==> config.mk <==
export PLATFORM = sky130hd
export DESIGN_NAME = i2c_dev_end_flat
export DESIGN_NICKNAME = d
export VERILOG_FILES = /design/src/hdl/i2c_init_pkg.sv /design/src/hdl/i2c_cpu_if.sv /design/src/hdl/bit_sync.sv /design/src/hdl/i2c_dev_end.sv /design/src/flat_wrapper.sv
export SDC_FILE = /design/constraint.sdc
export NUM_CORES = 1
export LEC_CHECK = 0
export BUFFER_PORTS_ARGS = -buffer_cell sky130_fd_sc_hd__buf_2
export CORE_MARGIN = 5
export CORE_UTILIZATION = 58
export DETAILED_ROUTE_END_ITERATION = 10
export HOLD_SLACK_MARGIN = 0.08
export PLACE_DENSITY = 0.77
export RECOVER_POWER = 100
export SLEW_MARGIN = 40
export SYNTH_ARGS = -nofsm -noshare
export SYNTH_HDL_FRONTEND = slang
export SYNTH_SLANG_ARGS = --single-unit
==> constraint.sdc <==
create_clock -name clk_i -period 3.17 [get_ports clk_i]
set_clock_uncertainty 0.1 [all_clocks]
set_input_delay 0.317 -clock clk_i [delete_from_list [all_inputs] [get_ports clk_i]]
set_output_delay 0.317 -clock clk_i [all_outputs]
set_load 0.1 [all_outputs]
==> src/hdl/i2c_init_pkg.sv <==
package i2c_init_pkg;
  // =========================================================
  // timing
  localparam int unsigned CLK_NS   = 50;
  localparam int unsigned HALF_NS  = 2500;
  localparam int unsigned HALF_CYC = (HALF_NS + CLK_NS - 1) / CLK_NS;

  // =========================================================
  // controller register map (through the cpu interface)
  typedef logic [2:0] addr_t;
  localparam addr_t A_CTRL = 3'h0;
  localparam addr_t A_STAT = 3'h1;
  localparam addr_t A_FLAG = 3'h2;
  localparam addr_t A_CLK  = 3'h3;
  localparam addr_t A_DATA = 3'h4;
  localparam addr_t A_EVT  = 3'h5;
  localparam addr_t A_MASK = 3'h6;
  // control bits
  localparam int C_EN   = 7;
  localparam int C_LREL = 6;
  localparam int C_WREL = 5;
  localparam int C_STT  = 1;
  localparam int C_SPT  = 0;
  // status bits
  localparam int S_MSTR = 7;
  localparam int S_FREE = 5;
  localparam int S_TRC  = 3;
  localparam int S_STD  = 1;
  localparam int S_SPD  = 0;
  // flag bits
  localparam int F_BSY   = 6;
  localparam int F_START_WITHOUT_STOP_ENABLE = 1;
  localparam int F_RSV   = 0;
  // clock select bits
  localparam int K_EXT = 4;
  localparam int K_SMC = 3;
  localparam int K_HI  = 1;
  localparam int K_LO  = 0;
  // event bits
  localparam int E_STD  = 0;
  localparam int E_SPD  = 1;
  localparam int E_WAIT = 2;
  localparam int E_REF  = 3;

  // =========================================================
  // sequencer register map (software port)
  localparam addr_t H_CFG  = 3'h0;
  localparam addr_t H_CMD  = 3'h1;
  localparam addr_t H_DATA = 3'h2;
  localparam addr_t H_STAT = 3'h3;
  localparam addr_t H_EVT  = 3'h4;
  localparam addr_t H_MASK = 3'h5;
  localparam addr_t H_LAST = 3'h6;
  localparam int G_START_WITHOUT_STOP_ENABLE = 5;
  localparam int G_RSV   = 6;
  localparam int M_ON    = 0;
  localparam int M_OFF   = 1;
  localparam int M_STT   = 2;
  localparam int M_SEND  = 3;
  localparam int M_WREL  = 4;
  localparam int M_SPT   = 5;
  localparam int T_BUSY  = 0;
  localparam int T_ON    = 1;
  localparam int V_DONE  = 0;
  localparam int V_ERR   = 1;
  localparam logic [7:0] RST_BYTE = 8'h00;

  typedef enum logic [2:0] {
    D_IDLE = 3'h0, D_START = 3'h1, D_LOW = 3'h2, D_HIGH = 3'h3,
    D_WAIT = 3'h4, D_STOP0 = 3'h5, D_STOP1 = 3'h6, D_STOP2 = 3'h7
  } dev_st_t;

  typedef enum logic [3:0] {
    H_IDLE = 4'h0, H_CLK = 4'h1, H_FLAG = 4'h2, H_EN = 4'h3,
    H_RCTRL = 4'h4, H_LREL = 4'h5, H_RFLAG0 = 4'h6, H_CHK0 = 4'h7,
    H_RSTAT = 4'h8, H_CHK1 = 4'h9, H_RFLAG1 = 4'ha, H_CHK2 = 4'hb,
    H_ONE = 4'hc, H_RWAIT = 4'hd, H_OFF = 4'he
  } host_st_t;
endpackage : i2c_init_pkg

==> src/hdl/i2c_cpu_if.sv <==
`timescale 1ns/1ps
interface i2c_cpu_if;
  logic [2:0] addr;
  logic [7:0] wdata;
  logic       wr;
  logic       rd;
  logic [7:0] rdata;
  logic       rvalid;
  logic       stall;

  modport dev (input addr, wdata, wr, rd, output rdata, rvalid, stall);
  modport sw  (output addr, wdata, wr, rd, input rdata, rvalid, stall);
endinterface : i2c_cpu_if

==> src/hdl/bit_sync.sv <==
`timescale 1ns/1ps
module bit_sync #(
  parameter int W = 1
) (
  input  wire logic         clk_i,
  input  wire logic         arst_n_i,
  input  wire logic [W-1:0] d_i,
  output logic      [W-1:0] q_o
);
  logic [W-1:0] meta_q;

  always_ff @(posedge clk_i or negedge arst_n_i) begin
    if (!arst_n_i) begin
      meta_q <= {W{1'b1}};
      q_o    <= {W{1'b1}};
    end else begin
      meta_q <= d_i;
      q_o    <= meta_q;
    end
  end
endmodule : bit_sync

==> src/hdl/i2c_dev_end.sv <==
`timescale 1ns/1ps
module i2c_dev_end (
  input  wire logic clk_i,
  input  wire logic arst_n_i,
  i2c_cpu_if.dev    bus,
  input  wire logic scl_i,
  output logic      scl_o,
  output logic      scl_oe_o,
  input  wire logic sda_i,
  output logic      sda_o,
  output logic      sda_oe_o,
  output logic      irq_o
);
  import i2c_init_pkg::*;

  logic [1:0]  pin_s;
  logic        scl_s, sda_s, scl_p, sda_p;
  logic        en_q, start_without_stop_enable_q, rsv_q, busy_q, std_q, spd_q, trc_q, mstr_q;
  logic        was_wait_q;
  logic [4:0]  clk_q;
  logic [7:0]  data_q, sh_q, rd_mux, stat_val;
  logic [3:0]  evt_q, mask_q, evt_set, bit_q;
  logic [11:0] cnt_q, half;
  dev_st_t     st_q;
  logic        wr_ctrl, en_rise, start_ev, stop_ev, stt_req, refuse;

  // =========================================================
  // pin sampling and bus conditions
  bit_sync #(.W(2)) u_sync (
    .clk_i    (clk_i),
    .arst_n_i (arst_n_i),
    .d_i      ({scl_i, sda_i}),
    .q_o      (pin_s)
  );
  assign scl_s = pin_s[1];
  assign sda_s = pin_s[0];

  always_ff @(posedge clk_i or negedge arst_n_i) begin
    if (!arst_n_i) begin
      scl_p <= 1'b1;
      sda_p <= 1'b1;
    end else begin
      scl_p <= scl_s;
      sda_p <= sda_s;
    end
  end

  assign start_ev = en_q & scl_s & scl_p & sda_p & ~sda_s;
  assign stop_ev  = en_q & scl_s & scl_p & ~sda_p & sda_s;
  assign wr_ctrl  = bus.wr & (bus.addr == A_CTRL);
  assign en_rise  = wr_ctrl & bus.wdata[C_EN] & ~en_q;
  assign stt_req  = wr_ctrl & bus.wdata[C_STT] & en_q;
  assign refuse   = stt_req & (busy_q | (st_q != D_IDLE));

  // =========================================================
  // configuration and bus state
  always_ff @(posedge clk_i or negedge arst_n_i) begin
    if (!arst_n_i) begin
      en_q    <= 1'b0;
      start_without_stop_enable_q <= 1'b0;
      rsv_q   <= 1'b0;
      clk_q   <= '0;
      data_q  <= RST_BYTE;
      mask_q  <= '0;
    end else if (bus.wr) begin
      case (bus.addr)
        A_CTRL:  en_q <= bus.wdata[C_EN];
        A_FLAG:  begin
          start_without_stop_enable_q <= bus.wdata[F_START_WITHOUT_STOP_ENABLE];
          rsv_q   <= bus.wdata[F_RSV];
        end
        A_CLK:   clk_q <= bus.wdata[4:0];
        A_DATA:  data_q <= bus.wdata;
        A_MASK:  mask_q <= bus.wdata[3:0];
        default: ;
      endcase
    end
  end

  always_ff @(posedge clk_i or negedge arst_n_i) begin
    if (!arst_n_i) begin
      busy_q <= 1'b0;
      std_q  <= 1'b0;
      spd_q  <= 1'b0;
    end else if (en_rise) begin
      busy_q <= ~start_without_stop_enable_q;
      std_q  <= scl_s & ~sda_s;
      spd_q  <= 1'b0;
    end else if (!en_q) begin
      busy_q <= 1'b0;
      std_q  <= 1'b0;
      spd_q  <= 1'b0;
    end else begin
      if (start_ev) busy_q <= 1'b1;
      else if (stop_ev) busy_q <= 1'b0;
      if (start_ev) std_q <= 1'b1;
      if (stop_ev) spd_q <= 1'b1;
    end
  end

  // =========================================================
  // transfer engine: start, byte out, ninth-clock wait, stop
  always_comb begin
    half = 12'(HALF_CYC) << {clk_q[K_HI], clk_q[K_LO]};
    if (clk_q[K_SMC]) half = half >> 2;
    if (clk_q[K_EXT]) half = half + 12'(HALF_CYC / 4);
  end

  always_ff @(posedge clk_i or negedge arst_n_i) begin
    if (!arst_n_i) begin
      st_q     <= D_IDLE;
      cnt_q    <= '0;
      bit_q    <= '0;
      sh_q     <= '0;
      scl_oe_o <= 1'b0;
      sda_oe_o <= 1'b0;
      trc_q    <= 1'b0;
      mstr_q   <= 1'b0;
    end else if (wr_ctrl & (~bus.wdata[C_EN] | bus.wdata[C_LREL])) begin
      st_q     <= D_IDLE;
      scl_oe_o <= 1'b0;
      sda_oe_o <= 1'b0;
      trc_q    <= 1'b0;
      mstr_q   <= 1'b0;
    end else if (wr_ctrl & bus.wdata[C_WREL] & (st_q == D_WAIT)) begin
      st_q     <= D_IDLE;
      scl_oe_o <= 1'b0;
      if (trc_q) begin
        trc_q    <= 1'b0;
        sda_oe_o <= 1'b0;
      end
    end else if (stt_req & ~refuse) begin
      sda_oe_o <= 1'b1;
      cnt_q    <= half;
      mstr_q   <= 1'b1;
      trc_q    <= 1'b1;
      st_q     <= D_START;
    end else if (wr_ctrl & bus.wdata[C_SPT] & en_q & ((st_q == D_IDLE) | (st_q == D_WAIT))) begin
      scl_oe_o <= 1'b1;
      sda_oe_o <= 1'b0;
      cnt_q    <= half;
      st_q     <= D_STOP0;
    end else if (bus.wr & (bus.addr == A_DATA) & (st_q == D_WAIT) & trc_q) begin
      sh_q     <= bus.wdata;
      bit_q    <= '0;
      sda_oe_o <= ~bus.wdata[7];
      cnt_q    <= half;
      st_q     <= D_LOW;
    end else if ((st_q == D_HIGH) & ~scl_s) begin
      // slave stretching the clock
    end else if (cnt_q != '0) begin
      cnt_q <= cnt_q - 12'h001;
    end else begin
      cnt_q <= half;
      case (st_q)
        D_START: begin
          scl_oe_o <= 1'b1;
          st_q     <= D_WAIT;
        end
        D_LOW: begin
          scl_oe_o <= 1'b0;
          st_q     <= D_HIGH;
        end
        D_HIGH: begin
          scl_oe_o <= 1'b1;
          if (bit_q == 4'h8) begin
            sda_oe_o <= 1'b0;
            st_q     <= D_WAIT;
          end else begin
            sda_oe_o <= (bit_q == 4'h7) ? 1'b0 : ~sh_q[6];
            sh_q     <= {sh_q[6:0], 1'b0};
            bit_q    <= bit_q + 4'h1;
            st_q     <= D_LOW;
          end
        end
        D_STOP0: begin
          sda_oe_o <= 1'b1;
          st_q     <= D_STOP1;
        end
        D_STOP1: begin
          scl_oe_o <= 1'b0;
          st_q     <= D_STOP2;
        end
        D_STOP2: begin
          sda_oe_o <= 1'b0;
          mstr_q   <= 1'b0;
          trc_q    <= 1'b0;
          st_q     <= D_IDLE;
        end
        default: ;
      endcase
    end
  end

  assign scl_o = 1'b0;
  assign sda_o = 1'b0;

  // =========================================================
  // events, interrupt
  always_comb begin
    evt_set         = '0;
    evt_set[E_STD]  = start_ev | (en_rise & scl_s & ~sda_s);
    evt_set[E_SPD]  = stop_ev;
    evt_set[E_WAIT] = (st_q == D_WAIT) & ~was_wait_q;
    evt_set[E_REF]  = refuse;
  end

  always_ff @(posedge clk_i or negedge arst_n_i) begin
    if (!arst_n_i) begin
      evt_q      <= '0;
      was_wait_q <= 1'b0;
      irq_o      <= 1'b0;
    end else begin
      was_wait_q <= (st_q == D_WAIT);
      irq_o      <= |(evt_q & mask_q);
      if (bus.wr & (bus.addr == A_EVT)) evt_q <= (evt_q & ~bus.wdata[3:0]) | evt_set;
      else evt_q <= evt_q | evt_set;
    end
  end

  // =========================================================
  // register reads; a status read answers one cycle late
  assign stat_val = {mstr_q, 1'b0, scl_s & sda_s & ~busy_q, 1'b0, trc_q, 1'b0, std_q, spd_q};

  always_comb begin
    case (bus.addr)
      A_CTRL:  rd_mux = {en_q, 7'h00};
      A_FLAG:  rd_mux = {1'b0, busy_q, 4'h0, start_without_stop_enable_q, rsv_q};
      A_CLK:   rd_mux = {3'h0, clk_q};
      A_DATA:  rd_mux = data_q;
      A_EVT:   rd_mux = {4'h0, evt_q};
      A_MASK:  rd_mux = {4'h0, mask_q};
      default: rd_mux = 8'h00;
    endcase
  end

  always_ff @(posedge clk_i or negedge arst_n_i) begin
    if (!arst_n_i) begin
      bus.rdata  <= '0;
      bus.rvalid <= 1'b0;
      bus.stall  <= 1'b0;
    end else begin
      bus.rvalid <= 1'b0;
      bus.stall  <= 1'b0;
      if (bus.stall) begin
        bus.rvalid <= 1'b1;
        bus.rdata  <= stat_val;
      end else if (bus.rd & (bus.addr == A_STAT)) begin
        bus.stall <= 1'b1;
      end else if (bus.rd) begin
        bus.rvalid <= 1'b1;
        bus.rdata  <= rd_mux;
      end
    end
  end
endmodule : i2c_dev_end

==> src/flat_wrapper.sv <==
// flat-port wrapper written by rule: the top's interface ports become plain ports
module i2c_dev_end_flat import i2c_init_pkg::*;
  (clk_i, arst_n_i, scl_i, scl_o, scl_oe_o, sda_i, sda_o, sda_oe_o, irq_o, bus_addr, bus_wdata, bus_wr, bus_rd, bus_rdata, bus_rvalid, bus_stall);
  i2c_cpu_if bus_i ();
  input  wire logic clk_i;
  input  wire logic arst_n_i;
  input  wire logic scl_i;
  output logic scl_o;
  output logic scl_oe_o;
  input  wire logic sda_i;
  output logic sda_o;
  output logic sda_oe_o;
  output logic irq_o;
  input wire logic [$bits(bus_i.addr)-1:0] bus_addr;
  input wire logic [$bits(bus_i.wdata)-1:0] bus_wdata;
  input wire logic [$bits(bus_i.wr)-1:0] bus_wr;
  input wire logic [$bits(bus_i.rd)-1:0] bus_rd;
  output wire logic [$bits(bus_i.rdata)-1:0] bus_rdata;
  output wire logic [$bits(bus_i.rvalid)-1:0] bus_rvalid;
  output wire logic [$bits(bus_i.stall)-1:0] bus_stall;
  assign bus_i.addr = bus_addr;
  assign bus_i.wdata = bus_wdata;
  assign bus_i.wr = bus_wr;
  assign bus_i.rd = bus_rd;
  assign bus_rdata = bus_i.rdata;
  assign bus_rvalid = bus_i.rvalid;
  assign bus_stall = bus_i.stall;
  i2c_dev_end u_core (.clk_i(clk_i), .arst_n_i(arst_n_i), .bus(bus_i), .scl_i(scl_i), .scl_o(scl_o), .scl_oe_o(scl_oe_o), .sda_i(sda_i), .sda_o(sda_o), .sda_oe_o(sda_oe_o), .irq_o(irq_o));
endmodule
After elaboration in Yosys (flattened, before gate mapping)
Cells that the tools add are included.
Cells by class
  add/sub/neg operators: 3
  eq/ne operators: 39
  shift operators: 1
  mux-type cells: 75
  bitwise logic cells: 54
  reduce and logical (&&, ||, !) cells: 27
Operator list (number)
  $mux W12: 7
  $pmux W8 S6: 1
  $mux W1: 42
  $mux W7: 5
  $ne A4 B1 Y1 const B: 8
  $and A1 B1 Y1: 31
  $mux W3: 8
  $mux W4: 6
  $mux W8: 3
  $eq A3 B3 Y1 const B: 7
  $ne A3 B1 Y1 const B: 6
  $pmux W3 S6: 1
  $not A1 Y1: 14
  $add A12 B4 Y12 const B: 1
  $eq A3 B2 Y1 const B: 4
  $ne A6 B1 Y1 const B: 2
  $reduce_and A2 Y1: 6
  $reduce_bool A12 Y1: 1
  $shl A6 B2 Y12 const A: 1
  $sub A12 B1 Y12 const B: 1
  $reduce_bool A11 Y1: 1
  $ne A2 B1 Y1 const B: 5
  $reduce_and A5 Y1: 2
  $and A4 B4 Y4: 2
  other kinds (23): 34
Storage, ports and cells
  register bits: 75
  input bits: 17
  output and inout port bits: 15
  word-level logic and storage cells: 226

Logic depth before layout (Yosys ltp)
  depth in word-level cells: 11
  depth in mapped cells: 12
  mapped depth without buffers: 11

Modules after synthesis
A second synthesis with hierarchy kept.
Unflattened totals
  cell total of the unflattened synthesis: 412
  area total of the unflattened synthesis: 4214.0 um^2
By module, submodules not included
  i2c_dev_end: instances 1, cells an instance 408, area an instance 4108.9 um^2, sequential area each 1779.2 um^2
  bit_sync: instances 1, cells an instance 4, area an instance 105.1 um^2, sequential area each 105.1 um^2

Worst setup path before layout
Ideal clock, no wire load.
  path type: flip-flop to flip-flop
  from: reg u_core.cnt_q[0]
  to: reg u_core.bit_q[0]
  library setup time: 0.074 ns
  data arrival time: 2.008 ns
  required time: 2.996 ns
  slack: 0.988 ns
  stages on the path, launching flop included: 10
  path buffers: 1
  period minus slack after synthesis: 2.182 ns
  path through: dfrtp_1 inv_1 ha_1 nor4b_2 nand3_2 or4_4 a21oi_4 buf_6 nand3_2 o21ai_2
On the way
  cells in the longest elaborated chain, start to end: 3
RTL lines
  start: declaration: line i2c_dev_end.sv:23  | logic [11:0] cnt_q, half;
  start signal: assignment: line i2c_dev_end.sv:134  | cnt_q <= half;
  start signal: assignment: line i2c_dev_end.sv:141  | cnt_q <= half;
  start signal: assignment: line i2c_dev_end.sv:147  | cnt_q <= half;
  $reduce_bool A12 Y1: line i2c_dev_end.sv:151  | end else if (cnt_q != '0) begin
  $ne A2 B1 Y1 (no source line)
  $reduce_and A8 Y1 (no source line)
  end signal: assignment: line i2c_dev_end.sv:172  | bit_q <= bit_q + 4'h1;
  end: declaration: line i2c_dev_end.sv:22  | logic [3:0] evt_q, mask_q, evt_set, bit_q;
No other way between the ends.
A chain may end at the register's enable or synchronous reset.

Final worst setup path
  from: in bus_addr[0]
  to: reg u_core.cnt_q[9]
On the way
  cells in the longest elaborated chain, start to end: 9
  elaborated cells between the ends (all ways): 24
  those cells by class: eq/ne: 2; mux: 3; bitwise: 17; reduce/logical: 2
RTL lines
  start: declaration: line flat_wrapper.sv:14  | input wire logic [$bits(bus_i.addr)-1:0] bus_addr;
  $logic_not A3 Y1: line i2c_dev_end.sv:50  | assign wr_ctrl = bus.wr & (bus.addr == A_CTRL);
  $and A1 B1 Y1: line i2c_dev_end.sv:50
  $and A1 B1 Y1 (2 in series): line i2c_dev_end.sv:52  | assign stt_req = wr_ctrl & bus.wdata[C_STT] & en_q;
  $and A1 B1 Y1: line i2c_dev_end.sv:53  | assign refuse = stt_req & (busy_q | (st_q != D_IDLE));
  $not A1 Y1: line i2c_dev_end.sv:132  | end else if (stt_req & ~refuse) begin
  $and A1 B1 Y1: line i2c_dev_end.sv:132
  $ne A4 B1 Y1 (no source line)
  $reduce_and A3 Y1 (no source line)
Several ways; a longest one is shown, not always the timed one.

==> flow_summary.ini <==
[outcome]
outcome = complete, but fails checks
violations = capacitance limit, slew limit

[sta]
period_share_pct = 84.45
drv_slew = 76
hold_viol = 0
rsz0062_at_grt = no
whs_ns = 0.1651
worstMarginPinSlew_ns = 1.801
relSlewSlack_pct = -20.04
finalSetupTns_ns = 0
period_needed_ns = 2.677
setup_viol = 0
max_freq_mhz = 373.5

[finish]
drive_gt1_share_pct = 15.74
area_delta_synth_final_pct = 10.26
layout.cells.non_filler = 547
stdcell_area_um2 = 4489
fin_nets = 473
antenna_cells = 0

[die]
start_util_pct = 59.60
die_w_um = 93.79
io_pins = 32
design.die.area_um2 = 8796
die_h_um = 93.79
rows = 30
core_area_um2 = 6832

[cts]
insertion_delay_ns = 0.34
clk_pin_slew_ns = 0.08
htreeDepth = 3
tritoncts = done
cts_buffers = 9
cts_num_sinks = 75
cts_buffer_depth = 2
root_buffer = clkbuf_8
cts_setup_buffers = 0

[critical_path]
crit_type = primary input to flop
cp_data_required_time_ns = 3.34
cp_max_fo = 28
cp-start-kind = primary input
end_kind = flop
worstPathArrival_ns = 2.85
rrSetupSlack_ns = 0.53

[synthesis]
async_flop_share_pct = 100.0
synth_area_leaders = dfrtp_1, mux2_2, nand2_1
ys_seq_elements = 75
synth_top_area_share_pct = 42.41
yosysWarningCount = 0
ys_types = 62
syn_area_um2 = 4071
netlist_instances = 422
synth-main-ff-cell = dfrtp_1
yosysMostFrequentCell = dfrtp_1
synth_edf_count = 0
synth_common_cells = dfrtp_1, nand2_1, nor2_1, o21ai_0, mux2_2
yosysTopAreaCell = dfrtp_1
post_synth.cell_area_avg_um2 = 9.648
ys_seq_area_share_pct = 46.28

[drt]
vias = 3363
post_drt_wl_per_cell_um = 16.77
drt_pass1_iterations = 5
routed_wl_um = 9174
via_per_inst = 6.148
antenna_left = 0
drt_iter0_drc = 253
drcViolationCount = 0

[grt]
grt-ovfl-total = 0
grt_pass1_wl_um = 15410
grt_max_degree = 76
antenna_found_initial = 0
grt_usage_pct = 22.13
first_global_vias = 3096

[placement]
dp_hpwl_um = 6464
placed_cells_incl_taps = 528
portBuffers = 29
gp_congestion = 0.8368
placed_area_um2 = 4258

[power]
design_power_total_uw = 3457
p_leak_uw = 0.001915
pwr_density_cell_nw_per_um2 = 770.1
peakVddDrop_uv = 479.8

[hold_path]
hold_path.class = primary input to flop

[flow_run]
cap_violations = 1
==> power by group <==
group	switching [uW]	leakage, uW	internal, uW	total [uW]
registers	292	0.000937	1200	1490
clock network	354	0.000121	526	880
logic	696	0.000857	391	1090
total	1340	0.00191	2120	3460
==> metrics by stage <==
step           util [%]  setup slack (ns)
3_5_place_dp      62.33            0.4783
3_3_place_gp      62.27            0.5435
4_1_cts           66.28            0.6641
5_1_grt           65.71            0.2583
2_1_floorplan         -            0.9879
6_report          65.71            0.4929
==> final cells by class <==
type / count / area (um2)
Multi-Input combinational cell: 313 / 2023
Timing Repair Buffer: 34 / 172.7
Inverter: 13 / 48.80
Fill cell: 559 / 2342
Clock buffer: 10 / 127.6
Sequential cell: 75 / 1884
Tap cell: 96 / 120.1
Clock inverter: 6 / 112.6
==> logic make-up after synthesis <==
family | Yosys count | synth area share, %
xor gates and xnor gates | 7 | 1.506
DFF | 75 | 46.28
other | 1 | 0.09211
muxes | 30 | 8.113
buffers and inverters | 35 | 3.749
adders and majority gates | 10 | 3.073
and+or+nand+nor | 158 | 20.93
AOI/OAI and AO/OA | 106 | 16.26
==> final timing paths <==
check	startpoint	to	depth (start not counted)
max	bus_addr[0]	u_core.cnt_q[9]	7
min	bus_wdata[5]	u_core.data_q[5]	2
max reg2reg	u_core.st_q[0]	u_core.sh_q[3]	8
min reg2reg	u_core.u_sync.meta_q[1]	u_core.u_sync.q_o[1]	0
max in group asynchronous	arst_n_i	u_core.bit_q[1]	2
min in group asynchronous	arst_n_i	u_core.cnt_q[6]	2
==> worst max-delay path: stages <==
cell and delay (ns):
clkbuf_1 0.55, and4bb_1 0.46, nand4_1 0.21, nand4_2 0.50, or2_2 0.53, nand2b_1 0.14
o21ai_0 0.13
==> cell usage in the layout (no fill, tap or decap), drive strengths merged, types with 3 or more instances in the layout <==
cell and count:
nand4b 4, mux2 24, buf 16, and3 5, dlygate4sd3 3, a31oi 13
nand2b 6, bufinv 3, nand3b 3, nor2b 6, nor3b 7, inv 14
nand4 5, ha 10, o211ai 3, a22o 4, xnor2 5, o21ai 38
a21oi 24, clkbuf 25, dfrtp 69, a22oi 6, nand3 13, nand2 52
nor3 6, mux2i 6, a21o 3, nor4 8, dfstp 6, nor2 32
==> metal layers <==
metal / track usage (%) / share of wire, % / vias up
met3: 5.288 / 6.3 / 14
met4: 4.693 / 0.93 / 0
met5: 0 / 0 / -
met1: 32.31 / 46 / 1651
li1: - / - / 1559
met2: 33.59 / 46 / 139
==> timing repair <==
action | 4_1_cts | 5_1_grt
hold buffers | 3 | 0
resized for setup | 0 | 0
endpoints found under the hold margin | 71 | 0
endpoints found under the setup margin | 0 | 0
==> registers in the layout, indices dropped and copies added (netlist names), 2 cells and up <==
register	count
u_core.mask_q	4
u_core.bit_q	4
u_core.data_q	8
u_core.st_q	3
u_core.u_sync.q_o	2
u_core.u_sync.meta_q	2
u_core.clk_q	5
u_core.cnt_q	12
u_core.sh_q	7
u_core.bus.rdata	8
u_core.evt_q	4
Note: power is estimated with default switching activity, not from simulation.
